$ cat src/core/uetr_cfg.svh
`ifndef UETR_CFG_SVH
`define UETR_CFG_SVH

// Endpoint buffer size, also the automatic full point of a transmit endpoint
`define UETR_EP_MAX_BYTES 64
// Depth of the receive staging buffer
`define UETR_STG_DEPTH 16

// Register offsets on the plain register port
`define UETR_OFS_SETTING 8'h00
`define UETR_OFS_TRIG_ONE 8'h04
`define UETR_OFS_TRIG_TWO 8'h08
`define UETR_OFS_STATUS 8'h0C
`define UETR_OFS_COUNT 8'h10

// Trigger register fields, same layout in both trigger registers
`define UETR_BIT_RD_DONE 0
`define UETR_BIT_PKT_READY 1

// Status register fields
`define UETR_STS_FLAG_LSB 0
`define UETR_STS_REQ_LSB 4
`define UETR_BIT_SIZE_ERR 8

// Reset value of the transfer setting register
`define UETR_SETTING_RST 4'h0

`endif

$ cat src/core/uetr_pkg.sv
package uetr_pkg;

   // Access size presented by the transfer controller
   typedef enum logic [1:0] {
      UETR_SZ_BYTE,
      UETR_SZ_WORD,
      UETR_SZ_LONG,
      UETR_SZ_RSVD
   } uetr_size_t;

   // One word of the USB receive stream
   typedef struct packed {
      logic ep;
      logic last;
      logic zlp;
      logic [7:0] data;
   } uetr_rx_word_t;

   // One access by the transfer controller
   typedef struct packed {
      logic rd;
      logic wr;
      logic [1:0] ep;
      uetr_size_t size;
      logic [7:0] wdata;
   } uetr_dtc_cmd_t;

endpackage

$ cat src/core/uetr_core.sv
// Overview of operation
// RULE_01 - Request first receive endpoint while its buffer holds at least one byte.
// RULE_02 - Request first transmit endpoint while its buffer holds no data.
// RULE_03 - Request second receive endpoint while its buffer holds at least one byte.
// RULE_04 - Request second transmit endpoint while its buffer holds no data.
// RULE_05 - Controller accesses are bytes only; word and longword are refused.
// RULE_06 - With receive transfers enabled, zero-length packets are dropped without a request.
// RULE_07 - With transfers enabled, software needs no read-done or packet-ready writes.
// RULE_08 - Software still writes packet-ready for a short transmit packet.
// RULE_09 - Receive buffer becomes empty by itself once all data are read.
// RULE_10 - Transmit buffer becomes full and sendable after 64 bytes are written.
// RULE_11 - Read-done happens internally whenever the receive buffer empties, any size.
// RULE_12 - Software must not write read-done while transfers run on that endpoint.
// RULE_13 - A request drops as soon as its condition no longer holds.
`timescale 1ns/100ps
`include "uetr_cfg.svh"
module uetr_core #(
   parameter int EP_BYTES = `UETR_EP_MAX_BYTES,
   parameter int STG_DEPTH = `UETR_STG_DEPTH
) (
   // Clock and reset
   input wire logic i_mclk,
   input wire logic i_resetn,
   // Register port
   input wire logic [7:0] i_reg_addr,
   input wire logic [31:0] i_reg_wdata,
   input wire logic i_reg_wr,
   input wire logic i_reg_rd,
   output logic [31:0] o_reg_rdata,
   // USB receive byte stream
   input wire logic i_usb_rx_valid,
   input wire uetr_pkg::uetr_rx_word_t i_usb_rx,
   output logic o_usb_rx_ready,
   // USB transmit drain, one lane per transmit endpoint
   output logic [1:0] o_usb_tx_valid,
   output logic [1:0][7:0] o_usb_tx_data,
   input wire logic [1:0] i_usb_tx_ready,
   // Data transfer controller
   input wire uetr_pkg::uetr_dtc_cmd_t i_dtc,
   output logic [3:0] o_dtc_req,
   output logic [7:0] o_dtc_rdata,
   output logic o_dtc_rvalid,
   output logic o_dtc_err
);
   localparam int EP_AW = $clog2(EP_BYTES);
   localparam int STG_W = $bits(uetr_pkg::uetr_rx_word_t);

   logic rst_meta_ff, rst_sync_ff;
   logic rst_n;
   logic [3:0] setting_ff, nxt_setting;
   logic size_err_ff, nxt_size_err;
   logic [31:0] rdata_ff, nxt_rdata;
   logic [7:0] dtc_rdata_ff, nxt_dtc_rdata;
   logic dtc_rvalid_ff, nxt_dtc_rvalid, dtc_err_ff, nxt_dtc_err;
   logic [3:0] trig;
   logic [STG_W-1:0] stg_data;
   uetr_pkg::uetr_rx_word_t stg_word;
   logic stg_valid, stg_ready, stg_pop;
   logic [3:0] ep_in_valid, ep_in_ready, ep_out_valid, ep_out_ready;
   logic [3:0][7:0] ep_in_data, ep_out_data;
   logic [3:0][EP_AW:0] ep_count, ep_nxt_count;
   logic [3:0] ep_nxt_valid, ep_flag, ep_flush, ep_pkt_end, ep_req, ep_drain;
   logic byte_size, size_fault, dtc_rd_ok, dtc_rd_hit, dtc_wr_ok;
   logic [1:0] rx_sel;

   // Even endpoint slots receive, odd ones transmit
   function automatic logic is_rx_ep(input logic [1:0] ep);
      return ~ep[0];
   endfunction

   // Reset release through two stages
   always_ff @(posedge i_mclk or negedge i_resetn) begin
      if (!i_resetn) begin
         rst_meta_ff <= 1'h0;
         rst_sync_ff <= 1'h0;
      end else begin
         rst_meta_ff <= 1'h1;
         rst_sync_ff <= rst_meta_ff;
      end
   end
   assign rst_n = rst_sync_ff;

   // Receive staging buffer absorbs bursts while the controller lags
   uetr_fifo #(
      .WIDTH(STG_W),
      .DEPTH(STG_DEPTH)
   ) u_stg_fifo (
      .i_mclk(i_mclk),
      .i_rst_n(rst_n),
      .i_flush(1'h0),
      .i_in_valid(i_usb_rx_valid),
      .i_in_data(i_usb_rx),
      .o_in_ready(o_usb_rx_ready),
      .o_out_valid(stg_valid),
      .o_out_data(stg_data),
      .i_out_ready(stg_ready),
      .o_count(),
      .o_nxt_count(),
      .o_nxt_valid()
   );

   // Route staged words; a zero-length marker never needs buffer room
   assign stg_word = uetr_pkg::uetr_rx_word_t'(stg_data);
   assign rx_sel = {stg_word.ep, 1'h0};
   assign stg_ready = stg_word.zlp | ep_in_ready[rx_sel];
   assign stg_pop = stg_valid & stg_ready;

   // Controller access decode; only byte accesses touch a buffer
   assign byte_size = (i_dtc.size == uetr_pkg::UETR_SZ_BYTE); // [RULE_05]
   assign size_fault = (i_dtc.rd | i_dtc.wr) & ~byte_size;
   assign dtc_rd_ok = i_dtc.rd & byte_size & is_rx_ep(i_dtc.ep);
   assign dtc_rd_hit = dtc_rd_ok & ep_out_valid[i_dtc.ep];
   assign dtc_wr_ok = i_dtc.wr & byte_size & ~is_rx_ep(i_dtc.ep) & ep_in_ready[i_dtc.ep];

   // One buffer and one control slice per endpoint
   for (genvar i = 0; i < 4; i++) begin : g_ep
      if (i % 2 == 0) begin : g_rx
         assign ep_in_valid[i] = stg_valid & ~stg_word.zlp & (rx_sel == 2'(i));
         assign ep_in_data[i] = stg_word.data;
         assign ep_out_ready[i] = dtc_rd_hit & (i_dtc.ep == 2'(i));
         // Zero-length packet counts only while transfers are off
         assign ep_pkt_end[i] = stg_pop & (rx_sel == 2'(i)) &
                                (stg_word.zlp ? ~setting_ff[i] : stg_word.last); // [RULE_06]
      end else begin : g_tx
         assign ep_in_valid[i] = dtc_wr_ok & (i_dtc.ep == 2'(i));
         assign ep_in_data[i] = i_dtc.wdata;
         assign ep_out_ready[i] = ep_drain[i] & i_usb_tx_ready[i/2];
         assign ep_pkt_end[i] = 1'h0;
         assign o_usb_tx_valid[i/2] = ep_drain[i];
         assign o_usb_tx_data[i/2] = ep_out_data[i];
      end

      uetr_fifo #(
         .WIDTH(8),
         .DEPTH(EP_BYTES)
      ) u_ep_fifo (
         .i_mclk(i_mclk),
         .i_rst_n(rst_n),
         .i_flush(ep_flush[i]),
         .i_in_valid(ep_in_valid[i]),
         .i_in_data(ep_in_data[i]),
         .o_in_ready(ep_in_ready[i]),
         .o_out_valid(ep_out_valid[i]),
         .o_out_data(ep_out_data[i]),
         .i_out_ready(ep_out_ready[i]),
         .o_count(ep_count[i]),
         .o_nxt_count(ep_nxt_count[i]),
         .o_nxt_valid(ep_nxt_valid[i])
      );

      uetr_ep_ctl #(
         .IS_TX(i % 2 == 1),
         .CW(EP_AW + 1),
         .MAX_BYTES(EP_BYTES)
      ) u_ep_ctl (
         .i_mclk(i_mclk),
         .i_rst_n(rst_n),
         .i_en(setting_ff[i]),
         .i_sw_trig(trig[i]),
         .i_push(ep_in_valid[i] & ep_in_ready[i]),
         .i_pop(ep_out_valid[i] & ep_out_ready[i]),
         .i_pkt_end(ep_pkt_end[i]),
         .i_count(ep_count[i]),
         .i_nxt_count(ep_nxt_count[i]),
         .i_nxt_valid(ep_nxt_valid[i]),
         .o_req(ep_req[i]),
         .o_flag(ep_flag[i]),
         .o_flush(ep_flush[i]),
         .o_drain_valid(ep_drain[i])
      );
   end

   // Register writes and trigger pulses; sticky size error keeps a new fault
   always_comb begin
      trig = 4'h0;
      nxt_setting = setting_ff;
      nxt_size_err = size_fault | size_err_ff;
      if (i_reg_wr) begin
         if (i_reg_addr == `UETR_OFS_SETTING) begin
            nxt_setting = i_reg_wdata[3:0];
         end else if (i_reg_addr == `UETR_OFS_TRIG_ONE) begin
            trig[0] = i_reg_wdata[`UETR_BIT_RD_DONE];
            trig[1] = i_reg_wdata[`UETR_BIT_PKT_READY];
         end else if (i_reg_addr == `UETR_OFS_TRIG_TWO) begin
            trig[2] = i_reg_wdata[`UETR_BIT_RD_DONE];
            trig[3] = i_reg_wdata[`UETR_BIT_PKT_READY];
         end else if (i_reg_addr == `UETR_OFS_STATUS) begin
            if (i_reg_wdata[`UETR_BIT_SIZE_ERR]) begin
               nxt_size_err = size_fault;
            end
         end
      end
   end

   // Register reads; data stand for one cycle only, zero otherwise
   always_comb begin
      nxt_rdata = 32'h0;
      if (i_reg_rd) begin
         if (i_reg_addr == `UETR_OFS_SETTING) begin
            nxt_rdata[3:0] = setting_ff;
         end else if (i_reg_addr == `UETR_OFS_STATUS) begin
            nxt_rdata[`UETR_STS_FLAG_LSB +: 4] = ep_flag;
            nxt_rdata[`UETR_STS_REQ_LSB +: 4] = ep_req;
            nxt_rdata[`UETR_BIT_SIZE_ERR] = size_err_ff;
         end else if (i_reg_addr == `UETR_OFS_COUNT) begin
            for (int k = 0; k < 4; k++) begin
               nxt_rdata[8*k +: 8] = 8'(ep_count[k]);
            end
         end
      end
   end

   // Controller answer; refused accesses leave every buffer untouched
   always_comb begin
      nxt_dtc_rvalid = dtc_rd_hit;
      nxt_dtc_rdata = dtc_rd_hit ? ep_out_data[i_dtc.ep] : 8'h0;
      nxt_dtc_err = (i_dtc.rd & ~dtc_rd_hit) | (i_dtc.wr & ~dtc_wr_ok); // [RULE_05]
   end

   // Registered state of the top
   always_ff @(posedge i_mclk or negedge rst_n) begin
      if (!rst_n) begin
         setting_ff <= `UETR_SETTING_RST;
         size_err_ff <= 1'h0;
         rdata_ff <= 32'h0;
         dtc_rdata_ff <= 8'h0;
         dtc_rvalid_ff <= 1'h0;
         dtc_err_ff <= 1'h0;
      end else begin
         setting_ff <= nxt_setting;
         size_err_ff <= nxt_size_err;
         rdata_ff <= nxt_rdata;
         dtc_rdata_ff <= nxt_dtc_rdata;
         dtc_rvalid_ff <= nxt_dtc_rvalid;
         dtc_err_ff <= nxt_dtc_err;
      end
   end

   // Port drive
   assign o_reg_rdata = rdata_ff;
   assign o_dtc_req = ep_req;
   assign o_dtc_rdata = dtc_rdata_ff;
   assign o_dtc_rvalid = dtc_rvalid_ff;
   assign o_dtc_err = dtc_err_ff;

   // Zero-length packet with transfers on leaves no trace
   a_zlp_ignored: assert property ( // [RULE_06]
      @(posedge i_mclk) disable iff (!rst_n)
      (stg_pop && stg_word.zlp && !stg_word.ep && setting_ff[0] && !ep_flag[0] &&
       ep_count[0] == '0) |=> (!ep_flag[0] && !o_dtc_req[0]))
      else $error("zero-length packet was not ignored");

   // Wide access is answered by an error and moves no byte
   a_size_refused: assert property ( // [RULE_05]
      @(posedge i_mclk) disable iff (!rst_n)
      ((i_dtc.rd || i_dtc.wr) && !byte_size) |-> (ep_out_ready == 4'h0) &&
      (ep_in_valid[1] == 1'h0) && (ep_in_valid[3] == 1'h0) ##1 (o_dtc_err && !o_dtc_rvalid))
      else $error("non-byte controller access was not refused");

   // Byte read answers in the next cycle with the head byte
   a_rd_answer: assert property ( // [RULE_01]
      @(posedge i_mclk) disable iff (!rst_n)
      dtc_rd_hit |=> (o_dtc_rvalid && o_dtc_rdata == $past(ep_out_data[i_dtc.ep])))
      else $error("controller read not answered one cycle later");

   // Transmit lane is only offered while the endpoint is armed
   a_tx_lane_armed: assert property ( // [RULE_10]
      @(posedge i_mclk) disable iff (!rst_n)
      o_usb_tx_valid[0] |-> ep_flag[1] && ep_count[1] != '0)
      else $error("transmit lane valid while endpoint not armed");

   // Request follows the buffer within one cycle of a change
   a_req_follow: assert property ( // [RULE_13]
      @(posedge i_mclk) disable iff (!rst_n)
      (setting_ff[2] && ep_count[2] == '0 && !ep_in_valid[2]) |=> !o_dtc_req[2])
      else $error("receive request stayed up on an empty buffer");
endmodule

$ cat src/core/uetr_fifo.sv
`timescale 1ns/100ps
module uetr_fifo #(
   parameter int WIDTH = 8,
   parameter int DEPTH = 16,
   parameter int AW = $clog2(DEPTH)
) (
   // Clock and synchronised reset
   input wire logic i_mclk,
   input wire logic i_rst_n,
   // Discard all content
   input wire logic i_flush,
   // Filling side
   input wire logic i_in_valid,
   input wire logic [WIDTH-1:0] i_in_data,
   output logic o_in_ready,
   // Draining side
   output logic o_out_valid,
   output logic [WIDTH-1:0] o_out_data,
   input wire logic i_out_ready,
   // Fill level now and after the coming edge
   output logic [AW:0] o_count,
   output logic [AW:0] o_nxt_count,
   output logic o_nxt_valid
);
   logic [WIDTH-1:0] mem [DEPTH];
   logic [AW-1:0] wr_ptr_ff, nxt_wr_ptr, rd_ptr_ff, nxt_rd_ptr;
   logic [AW:0] mem_cnt_ff, nxt_mem_cnt, count_ff, nxt_count;
   logic out_valid_ff, nxt_out_valid, ready_ff, nxt_ready;
   logic [WIDTH-1:0] out_data_ff, nxt_out_data;
   logic push, pop, load;

   // Head word is held in a register; pointers wrap, so DEPTH is a power of two
   always_comb begin
      push = i_in_valid & ready_ff;
      pop = out_valid_ff & i_out_ready;
      load = (mem_cnt_ff != '0) & (~out_valid_ff | pop);
      nxt_wr_ptr = wr_ptr_ff + AW'(push);
      nxt_rd_ptr = rd_ptr_ff + AW'(load);
      nxt_mem_cnt = mem_cnt_ff + (AW+1)'(push) - (AW+1)'(load);
      nxt_out_valid = load | (out_valid_ff & ~pop);
      nxt_out_data = load ? mem[rd_ptr_ff] : out_data_ff;
      nxt_count = count_ff + (AW+1)'(push) - (AW+1)'(pop);
      if (i_flush) begin
         nxt_wr_ptr = '0;
         nxt_rd_ptr = '0;
         nxt_mem_cnt = '0;
         nxt_out_valid = 1'h0;
         nxt_count = '0;
      end
      // Ready is registered so the filling side never sees a combinational path
      nxt_ready = nxt_count < (AW+1)'(DEPTH);
   end

   // Storage array, no reset needed
   always_ff @(posedge i_mclk) begin
      if (push) begin
         mem[wr_ptr_ff] <= i_in_data;
      end
   end

   // Control state
   always_ff @(posedge i_mclk or negedge i_rst_n) begin
      if (!i_rst_n) begin
         wr_ptr_ff <= '0;
         rd_ptr_ff <= '0;
         mem_cnt_ff <= '0;
         count_ff <= '0;
         out_valid_ff <= 1'h0;
         out_data_ff <= '0;
         ready_ff <= 1'h0;
      end else begin
         wr_ptr_ff <= nxt_wr_ptr;
         rd_ptr_ff <= nxt_rd_ptr;
         mem_cnt_ff <= nxt_mem_cnt;
         count_ff <= nxt_count;
         out_valid_ff <= nxt_out_valid;
         out_data_ff <= nxt_out_data;
         ready_ff <= nxt_ready;
      end
   end

   // Port drive
   assign o_in_ready = ready_ff;
   assign o_out_valid = out_valid_ff;
   assign o_out_data = out_data_ff;
   assign o_count = count_ff;
   assign o_nxt_count = nxt_count;
   assign o_nxt_valid = nxt_out_valid;
endmodule

$ cat src/core/uetr_ep_ctl.sv
`timescale 1ns/100ps
`include "uetr_cfg.svh"
module uetr_ep_ctl #(
   parameter bit IS_TX = 1'h0,
   parameter int CW = 7,
   parameter int MAX_BYTES = `UETR_EP_MAX_BYTES
) (
   // Clock and synchronised reset
   input wire logic i_mclk,
   input wire logic i_rst_n,
   // Software controls
   input wire logic i_en,
   input wire logic i_sw_trig,
   // Buffer activity
   input wire logic i_push,
   input wire logic i_pop,
   input wire logic i_pkt_end,
   input wire logic [CW-1:0] i_count,
   input wire logic [CW-1:0] i_nxt_count,
   input wire logic i_nxt_valid,
   // Results
   output logic o_req,
   output logic o_flag,
   output logic o_flush,
   output logic o_drain_valid
);
   logic req_ff, nxt_req, flag_ff, nxt_flag, drain_ff, nxt_drain;
   logic [CW-1:0] wr_cnt_ff, nxt_wr_cnt;
   logic set_evt, clr_evt, last_out;

   // Flag is packet-present on receive, armed-for-sending on transmit
   always_comb begin
      last_out = i_pop & (i_count == CW'(1)) & ~i_push;
      nxt_wr_cnt = wr_cnt_ff;
      nxt_drain = 1'h0;
      if (IS_TX) begin
         // Full packet arms itself, a short one needs the software trigger
         set_evt = i_sw_trig | (i_en & i_push & ~flag_ff &
                   (wr_cnt_ff == CW'(MAX_BYTES - 1))); // [RULE_07] [RULE_08] [RULE_10]
         clr_evt = flag_ff & (last_out | ((i_count == '0) & ~i_push));
         nxt_flag = set_evt | (flag_ff & ~clr_evt);
         if (set_evt) begin
            nxt_wr_cnt = '0;
         end else if (i_push) begin
            nxt_wr_cnt = wr_cnt_ff + CW'(1);
         end
         // Bytes go to the transmitter only while armed
         nxt_drain = nxt_flag & i_nxt_valid;
         nxt_req = i_en & (i_nxt_count == '0) & ~nxt_flag; // [RULE_02] [RULE_04] [RULE_13]
      end else begin
         set_evt = i_pkt_end;
         // Auto read-done when the last byte leaves, whatever the packet size
         clr_evt = i_sw_trig | (i_en & last_out); // [RULE_09] [RULE_11]
         nxt_flag = set_evt | (flag_ff & ~clr_evt);
         nxt_req = i_en & i_nxt_valid; // [RULE_01] [RULE_03] [RULE_13]
      end
   end

   // Registered results
   always_ff @(posedge i_mclk or negedge i_rst_n) begin
      if (!i_rst_n) begin
         req_ff <= 1'h0;
         flag_ff <= 1'h0;
         drain_ff <= 1'h0;
         wr_cnt_ff <= '0;
      end else begin
         req_ff <= nxt_req;
         flag_ff <= nxt_flag;
         drain_ff <= nxt_drain;
         wr_cnt_ff <= nxt_wr_cnt;
      end
   end

   // Software read-done without transfers discards what is left
   assign o_flush = ~IS_TX & i_sw_trig;
   assign o_req = req_ff;
   assign o_flag = flag_ff;
   assign o_drain_valid = drain_ff;

   if (IS_TX) begin : g_tx_chk
      a_tx_auto_full: assert property ( // [RULE_10]
         @(posedge i_mclk) disable iff (!i_rst_n)
         (i_en && i_push && !flag_ff && wr_cnt_ff == CW'(MAX_BYTES - 1)) |=> flag_ff)
         else $error("transmit endpoint not armed after a full packet");
      a_tx_req_empty: assert property ( // [RULE_02]
         @(posedge i_mclk) disable iff (!i_rst_n)
         o_req |-> (i_count == '0) && !flag_ff)
         else $error("transmit request while buffer holds data");
      a_tx_drain_arm: assert property ( // [RULE_08]
         @(posedge i_mclk) disable iff (!i_rst_n)
         (i_sw_trig && i_count != '0) |=> flag_ff)
         else $error("packet-ready trigger did not arm the endpoint");
   end else begin : g_rx_chk
      a_rx_req_data: assert property ( // [RULE_01]
         @(posedge i_mclk) disable iff (!i_rst_n)
         o_req |-> (i_count != '0))
         else $error("receive request while buffer is empty");
      a_rx_auto_done: assert property ( // [RULE_09]
         @(posedge i_mclk) disable iff (!i_rst_n)
         (i_en && last_out && !i_pkt_end) |=> !flag_ff && !o_req && (i_count == '0))
         else $error("receive endpoint not emptied after last byte");
      a_rx_set_wins: assert property ( // [RULE_11]
         @(posedge i_mclk) disable iff (!i_rst_n)
         (i_pkt_end && i_sw_trig) |=> flag_ff)
         else $error("packet end lost against a read-done");
   end
endmodule

$ cat config.mk
export PLATFORM = sky130hd
export DESIGN_NAME = uetr_core
export DESIGN_NICKNAME = d
export VERILOG_FILES = /design/src/core/uetr_pkg.sv /design/src/core/uetr_core.sv /design/src/core/uetr_fifo.sv /design/src/core/uetr_ep_ctl.sv
export VERILOG_INCLUDE_DIRS = /design/src /design/src/core
export SDC_FILE = /design/constraint.sdc
export NUM_CORES = 2
export LEC_CHECK = 0
export BUFFER_PORTS_ARGS = -buffer_cell sky130_fd_sc_hd__buf_2
export CORE_UTILIZATION = 30
export DETAILED_ROUTE_END_ITERATION = 6
export PLACE_DENSITY = 0.43
export SLEW_MARGIN = 25
export SYNTH_ARGS = -nofsm -noshare
export SYNTH_HDL_FRONTEND = slang
export SYNTH_SLANG_ARGS = --single-unit
$ cat constraint.sdc
create_clock -name i_mclk -period 7.8 [get_ports i_mclk]
set_clock_uncertainty 0.2 [all_clocks]
set_input_delay 1.17 -clock i_mclk [delete_from_list [all_inputs] [get_ports i_mclk]]
set_output_delay 1.17 -clock i_mclk [all_outputs]
set_load 0.005 [all_outputs]
# --- Word-level counts from Yosys, hierarchy flattened ---
# Memories as Yosys holds them, arrays and structs flattened. A register that Yosys moved wholly into a read port is not among the register bits.
# Cells that the tools add are included.
# W data, S select, Z words.
classes:
  n_eq_ne: 13
  shift: 0
  muxes: 52
  magnitude_cmp: 7
  addsub: 32
  n_reduce_logical: 21
  n_div: 0
  bitwise: 127
  mul: 0
op_table:
  columns: ["op", "n"]
  rows:
  - ["$and A1 B1 Y1", 74]
  - ["$add A7 B1 Y7", 8]
  - ["$mux W7", 8]
  - ["$sub A7 B1 Y7", 8]
  - ["$add A6 B1 Y6", 8]
  - ["$mux W32", 1]
  - ["$mux W31", 1]
  - ["$not A1 Y1", 29]
  - ["$eq A7 B1 Y1 const B", 4]
  - ["$logic_not A7 Y1", 4]
  - ["$lt A7 B7 Y1 const B", 4]
  - ["$mux W28", 1]
  - ["$reduce_bool A7 Y1", 4]
  - ["$mux W1", 24]
  - ["$mux W6", 4]
  - ["$or A1 B1 Y1", 24]
  - ["$mux W22", 1]
  - ["$bmux W8 S2", 1]
  - ["$eq A8 B4 Y1 const B", 2]
  - ["$mux W8", 2]
  - ["$add A7 B1 Y7 const B", 2]
  - ["$eq A7 B6 Y1 const B", 2]
  - ["$mux W4", 3]
  - ["$add A5 B1 Y5", 2]
  - ["17 further kinds", 31]
word_totals:
  mem_count: 5
  ram_bits: 2224
  output_inout_bits: 65
  rom_bits: 0
  latchBits: 0
  ff_bits: 205
  in_bits: 72
  elab_cells: 307
mem_list:
  columns: ["name", "depth", "word_bits", "read_ports", "rd_clocked_by_memory_dff", "write_ports", "line", "source"]
  rows:
  - ["g_ep[0].u_ep_fifo.mem", 64, 8, 1, 1, 1, "uetr_fifo.sv:25", "logic [WIDTH-1:0] mem [DEPTH];"]
  - ["g_ep[1].u_ep_fifo.mem", 64, 8, 1, 1, 1, "uetr_fifo.sv:25", null]
  - ["g_ep[2].u_ep_fifo.mem", 64, 8, 1, 1, 1, "uetr_fifo.sv:25", null]
  - ["g_ep[3].u_ep_fifo.mem", 64, 8, 1, 1, 1, "uetr_fifo.sv:25", null]
  - ["u_stg_fifo.mem", 16, 11, 1, 1, 1, "uetr_fifo.sv:25", null]

# --- Logic depth before layout (Yosys ltp) ---
depth:
  ltp_word: 15
  depth_mapped: 18
  depth_no_buf: 17

# --- Cells and area by module ---
# Synthesis repeated with hierarchy kept, for this count alone.
hier_totals:
  hier_cells: 5475
  hier_area_um2: 98977.4
modules_own_cells:
  columns: ["mod", "cells_per_inst", "area_per_inst_um2", "n_inst", "seq_area_each_um2"]
  rows:
  - ["uetr_fifo at g_ep[0].u_ep_fifo ...", 1185, 21835.9, 4, 16275.6]
  - ["uetr_fifo at u_stg_fifo", 425, 8299.2, 1, 6060.8]
  - ["uetr_core", 182, 2038.2, 1, 1151.1]
  - ["uetr_ep_ctl at g_ep[1].u_ep_ctl ...", 53, 526.8, 2, 250.2]
  - ["uetr_ep_ctl at g_ep[0].u_ep_ctl ...", 11, 121.4, 2, 50.0]

# --- Worst setup path after synthesis ---
# Ideal clock, no wire load.
synth_path:
  path_kind: "input to register"
  start: "input i_dtc[9] in the netlist's numbering"
  end: "register g_ep[2].u_ep_fifo.mem_cnt_ff[6]"
  path_slack_ns: 3.463
  path_stages: 15
  required_ns: 7.474
  arrival_ns: 4.011
  setup_time_ns: 0.126
  path_buffers: 1
  path_cell_list: "nor4b_1 > nand2_1 > a21oi_2 > clkbuf_1 > ha_1 > inv_1 > ha_1 > inv_1 > fa_1 > nand2b_1 > a21oi_1 > o21ai_0 > a21oi_1 > or3_1 > a21oi_1"
synth_via:
  elab_chain_len: 10
synth_rtl:
  columns: ["element", "line", "source"]
  rows:
  - ["start: declaration", "uetr_core.sv:39", "input wire uetr_pkg::uetr_dtc_cmd_t i_dtc,"]
  - ["$logic_not A2 Y1", "uetr_core.sv:109", "assign byte_size = (i_dtc.size == uetr_pkg::UETR_SZ_BYTE);"]
  - ["$and A1 B1 Y1 (2 in series)", "uetr_core.sv:111", "assign dtc_rd_ok = i_dtc.rd & byte_size & is_rx_ep(i_dtc.ep);"]
  - ["$and A1 B1 Y1", "uetr_core.sv:112", "assign dtc_rd_hit = dtc_rd_ok & ep_out_valid[i_dtc.ep];"]
  - ["$and A1 B1 Y1", "uetr_core.sv:120", "assign ep_out_ready[i] = dtc_rd_hit & (i_dtc.ep == 2'(i));"]
  - ["$and A1 B1 Y1", "uetr_fifo.sv:35", "pop = out_valid_ff & i_out_ready;"]
  - ["$or A1 B1 Y1", "uetr_fifo.sv:36", "load = (mem_cnt_ff != '0) & (~out_valid_ff | pop);"]
  - ["$and A1 B1 Y1", "uetr_fifo.sv:36", null]
  - ["named net g_ep[2].u_ep_fifo.load", "uetr_fifo.sv:30", "logic push, pop, load;"]
  - ["$sub A7 B1 Y7", "uetr_fifo.sv:39", "nxt_mem_cnt = mem_cnt_ff + (AW+1)'(push) - (AW+1)'(load);"]
  - ["$mux W7", "uetr_fifo.sv:43", "if (i_flush) begin"]
  - ["named net g_ep[2].u_ep_fifo.nxt_mem_cnt[6]", "uetr_fifo.sv:27", "logic [AW:0] mem_cnt_ff, nxt_mem_cnt, count_ff, nxt_count;"]
  - ["end signal: assignment", "uetr_fifo.sv:74", "mem_cnt_ff <= nxt_mem_cnt;"]
  - ["end: declaration", "uetr_fifo.sv:27", null]
# The timed path passes the listed nets, and every way through them passes these cells.
# A chain may end at the register's enable or synchronous reset.

# --- Worst setup path after layout ---
layout_path:
  start: "register g_ep[1].u_ep_fifo.mem_cnt_ff[4]"
  end: "register g_ep[1].u_ep_fifo.mem_cnt_ff[6]"
layout_via:
  elab_chain_len: 3
  elab_cells_between_ends: 4
  cone_classes: "add/sub: 2; bitwise: 1; reduce/logical: 1"
layout_rtl:
  columns: ["element", "line"]
  rows:
  - ["start: declaration", "uetr_fifo.sv:27"]
  - ["start signal: assignment", "uetr_fifo.sv:74"]
  - ["$reduce_bool A7 Y1", "uetr_fifo.sv:36"]
  - ["$and A1 B1 Y1", "uetr_fifo.sv:36"]
  - ["named net g_ep[1].u_ep_fifo.load", "uetr_fifo.sv:30"]
  - ["$sub A7 B1 Y7", "uetr_fifo.sv:39"]
  - ["named net g_ep[1].u_ep_fifo.nxt_mem_cnt[6]", "uetr_fifo.sv:27"]
# The timed path passes the listed nets, and every way through them passes these cells.

==> flow_summary_export.csv <==
group,metric,value,unit
outcome,outcome,"finished clean",
detailed_routing,drt_iter0_markers,3179,
sta,finalHoldViolations,0,
power_and_ir_drop,ir_drop,0.000340,V
logic_synthesis,netlist_instances,5211,
logic_synthesis,synth_most_common_cell,"edfxtp_1",
power_and_ir_drop,p_clk_frac,0.331,
logic_synthesis,synthTopCellsByArea,"edfxtp_1, mux4_2, dfrtp_1, mux2i_1, nor2_1",
global_route,antenna_found_initial,6,
global_route,grt_max_degree,135,
power_and_ir_drop,power_frac_comb,0.237,
detailed_routing,wl_per_cell,24.6,µm
sta,setup_viol,0,
detailed_routing,drt_wl_total,245,mm
logic_synthesis,yosysTopAreaCell,"edfxtp_1",
power_and_ir_drop,swShare,0.300,
placement,place_congestion,0.779,
logic_synthesis,synthArstFlopShare,0.0992,
global_route,grt_pass1_wl,355,mm
worst_setup_path,cp_max_fo,9,
placement,dpl.hpwl,148,mm
sta,final_max_slew_viol_count,0,
cts,cts.sinks,2469,
min_path,min_path_type,"register to async pin",
layout,area_growth,14.7,%
detailed_routing,drtAntennaViolNets,0,
worst_setup_path,start_kind,"register",
worst_setup_path,endpoint_kind,"register",
placement,io_buffers,106,
logic_synthesis,ys_seq_area_frac,0.741,
worst_setup_path,path_delay_family,"simple AND/OR/NAND/NOR gates",
sta,worst_pin_slew,1.20,ns
sta,fmaxAchievable,236,MHz
power_and_ir_drop,power.switching,0.0118,W
floorplanning,die_h,575,µm
worst_setup_path,crit_type,"register to register",
cts,cts_tree,"yes",
layout,fin_nets,5584,
logic_synthesis,synth-seq-cells,2469,
floorplanning,die_area,330000,µm²
cts,cts_inserted_buffers,283,
cts,cts_buffer_depth,4,
sta,fin_tns_setup,0,ns
power_and_ir_drop,pwr-share-seq,0.432,
global_route,grt_overflow_total,0,
sta,grt_setup_unrepaired,"no",
floorplanning,die_w,575,µm
cts,cts_max_level,5,
global_route,grt_use_total,0.146,
detailed_routing,drcViolationCount,0,
sta,finalCriticalPeriod,4.24,ns
detailed_routing,detail_route.vias_per_cell,4.76,
detailed_routing,first_pass_iters,5,
sta,slew_headroom,0.202,
layout,finalNonFillerCells,9958,
power_and_ir_drop,p_int,0.0276,W
layout,layout-drive-gt1-share,0.208,
cts,clockRootBuffer,"clkbuf_16",
power_and_ir_drop,power.leakage,36.9,nW
worst_setup_path,max_stage_delay,0.54,ns
placement,dp_cells,9432,
global_route,grt_pass1_vias,49500,
logic_synthesis,netlist.area_leader.share,0.678,
worst_setup_path,cp_cell_sequence,"inv_1 -> ha_1 -> nand2_1 -> nor4_1 -> nand2b_1 -> inv_1 -> ha_1 -> inv_1 -> ha_1 -> inv_1 -> fa_1 -> nand2b_1 -> a21oi_1 -> o21ai_0 -> a21oi_1 -> nor2_1 -> xnor2_1",
logic_synthesis,synth_flop_cell,"edfxtp_1",
worst_setup_path,cp_num_buf_inv,4,
cts,insertion_delay,0.88,ns
cts,post_cts_buffers,0,
detailed_routing,via_count,47400,
sta,min_period_over_period,0.544,
worst_setup_path,required,8.35,ns
floorplanning,ioPinCount,137,
floorplanning,row_count,209,
worst_setup_path,crit_path_frequent_cell,"inv_1",
worst_setup_path,arrival,4.80,ns
logic_synthesis,synth_area_per_cell,18.9,µm²
floorplanning,core,325000,µm²
logic_synthesis,yosysWarnings,0,
power_and_ir_drop,cellPowerDensity,350,nW/µm²
logic_synthesis,syn-cell-area,98400,µm²
flow_run,max_cap_violations,0,
logic_synthesis,synth_commonest_cells,"edfxtp_1, mux4_2, nor2_1",
floorplanning,initial_core_util,0.303,
logic_synthesis,synth_edf_count,2224,
cts,clk_pin_slew,0.06,ns
worst_setup_path,crit_slowest_cell,"nor4_1",
logic_synthesis,yosysUniqueCellTypes,66,
path summary, 6_finish.rpt:
kind                                                      start                               to  slack [ns]  depth (start not counted)
worst min register to register                            rst_n          u_stg_fifo.wr_ptr_ff[0]         0.1                          0
max in group asynchronous                                 rst_n   g_ep[1].u_ep_fifo.rd_ptr_ff[0]        5.58                          2
worst max-delay path            g_ep[1].u_ep_fifo.mem_cnt_ff[4]  g_ep[1].u_ep_fifo.mem_cnt_ff[6]        3.56                         17
worst min-delay path                                      rst_n          u_stg_fifo.wr_ptr_ff[0]         0.1                          0
worst max register to register  g_ep[1].u_ep_fifo.mem_cnt_ff[4]  g_ep[1].u_ep_fifo.mem_cnt_ff[6]        3.56                         17
min in group i_mclk                                 rst_meta_ff                            rst_n        0.15                          0
power by group through the flow:
stage	logic [W]	clock network [W]	registers, W
floorplan	0.00688	0	0.0169
global placement	0.00936	0	0.0174
detailed placement	0.00943	0	0.0175
CTS	0.00946	0.0134	0.0172
global route	0.0103	0.0139	0.0172
finish	0.00936	0.0131	0.0171
flip-flops by register name, summed over array words and instances, names as in the netlist, 2 cells and up:
register	count
g_ep.u_ep_ctl.o_req	4
o_reg_rdata	29
u_stg_fifo.wr_ptr_ff	4
u_stg_fifo.o_out_data	11
u_stg_fifo.mem	176
g_ep.u_ep_ctl.o_flag	4
g_ep.u_ep_fifo.o_in_ready	4
u_stg_fifo.rd_ptr_ff	4
g_ep.u_ep_fifo.mem_cnt_ff	28
g_ep.u_ep_ctl.o_drain_valid	2
setting_ff	4
g_ep.u_ep_fifo.wr_ptr_ff	24
u_stg_fifo.mem_cnt_ff	5
g_ep.u_ep_fifo.o_out_data	32
g_ep.u_ep_fifo.rd_ptr_ff	24
g_ep.u_ep_fifo.o_count	28
g_ep.u_ep_ctl.wr_cnt_ff	14
g_ep.u_ep_fifo.mem	2048
o_dtc_rdata	8
u_stg_fifo.o_count	5
g_ep.u_ep_fifo.o_out_valid	4
cell type report:
cell class                 count  area [µm²]
multi-input combinational   2352       23700
timing repair buffer         181        1250
clock buffer                 374        7760
fill                       30700      212000
clock inverter               135        1330
antenna                       12        30.0
tap                         4325        5410
sequential                  2469       73000
inverter                     110         413
routing by layer:
metal,global-route usage,wire length [µm]
met5,0,13
met4,0.0454,6960
met3,0.0203,8090
met2,0.243,120000
met1,0.198,109000
cell usage in the layout, fill, tap and decap left out, types with 81 or more instances in the layout:
master	instances
ha_1	105
dfrtp_1	223
a21oi_1	81
clkbuf_16	289
mux2i_1	265
mux4_2	469
nand2_1	153
inv_1	108
edfxtp_1	2224
buf_2	98
a22oi_1	108
nor2_1	370
through the flow:
step	utilization	hold WS (ns)	cell area [µm²]	setup slack (ns)	total power [W]
6_report	0.347	0.0955	113000	3.56	0.0395
5_1_grt	0.347	0.141	113000	3.22	0.0414
4_1_cts	0.347	0.123	113000	3.54	0.0401
3_5_place_dp	0.319	0.142	104000	2.58	0.0269
3_3_place_gp	0.319	0.135	104000	2.56	0.0268
2_1_floorplan	-	0.131	98500	0.267	0.0237
what timing repair did:
| item | in CTS | in global routing |
|---|---|---|
| endpoints found under the setup margin | 0 | 0 |
| hold buffers | 1 | 0 |
| endpoints found under the hold margin | 2 | 0 |
| gates resized for setup | 0 | 0 |
cell families after synthesis:
logic type      share of synthesized area
flops                               0.741
mux                                 0.140
compound gates                     0.0335
buf+inv                            0.0198
simple gates                       0.0422
fa+ha+maj                          0.0154
xor+xnor                          0.00854
other cells                     0.0000763
(Power assumes the default switching activity.)
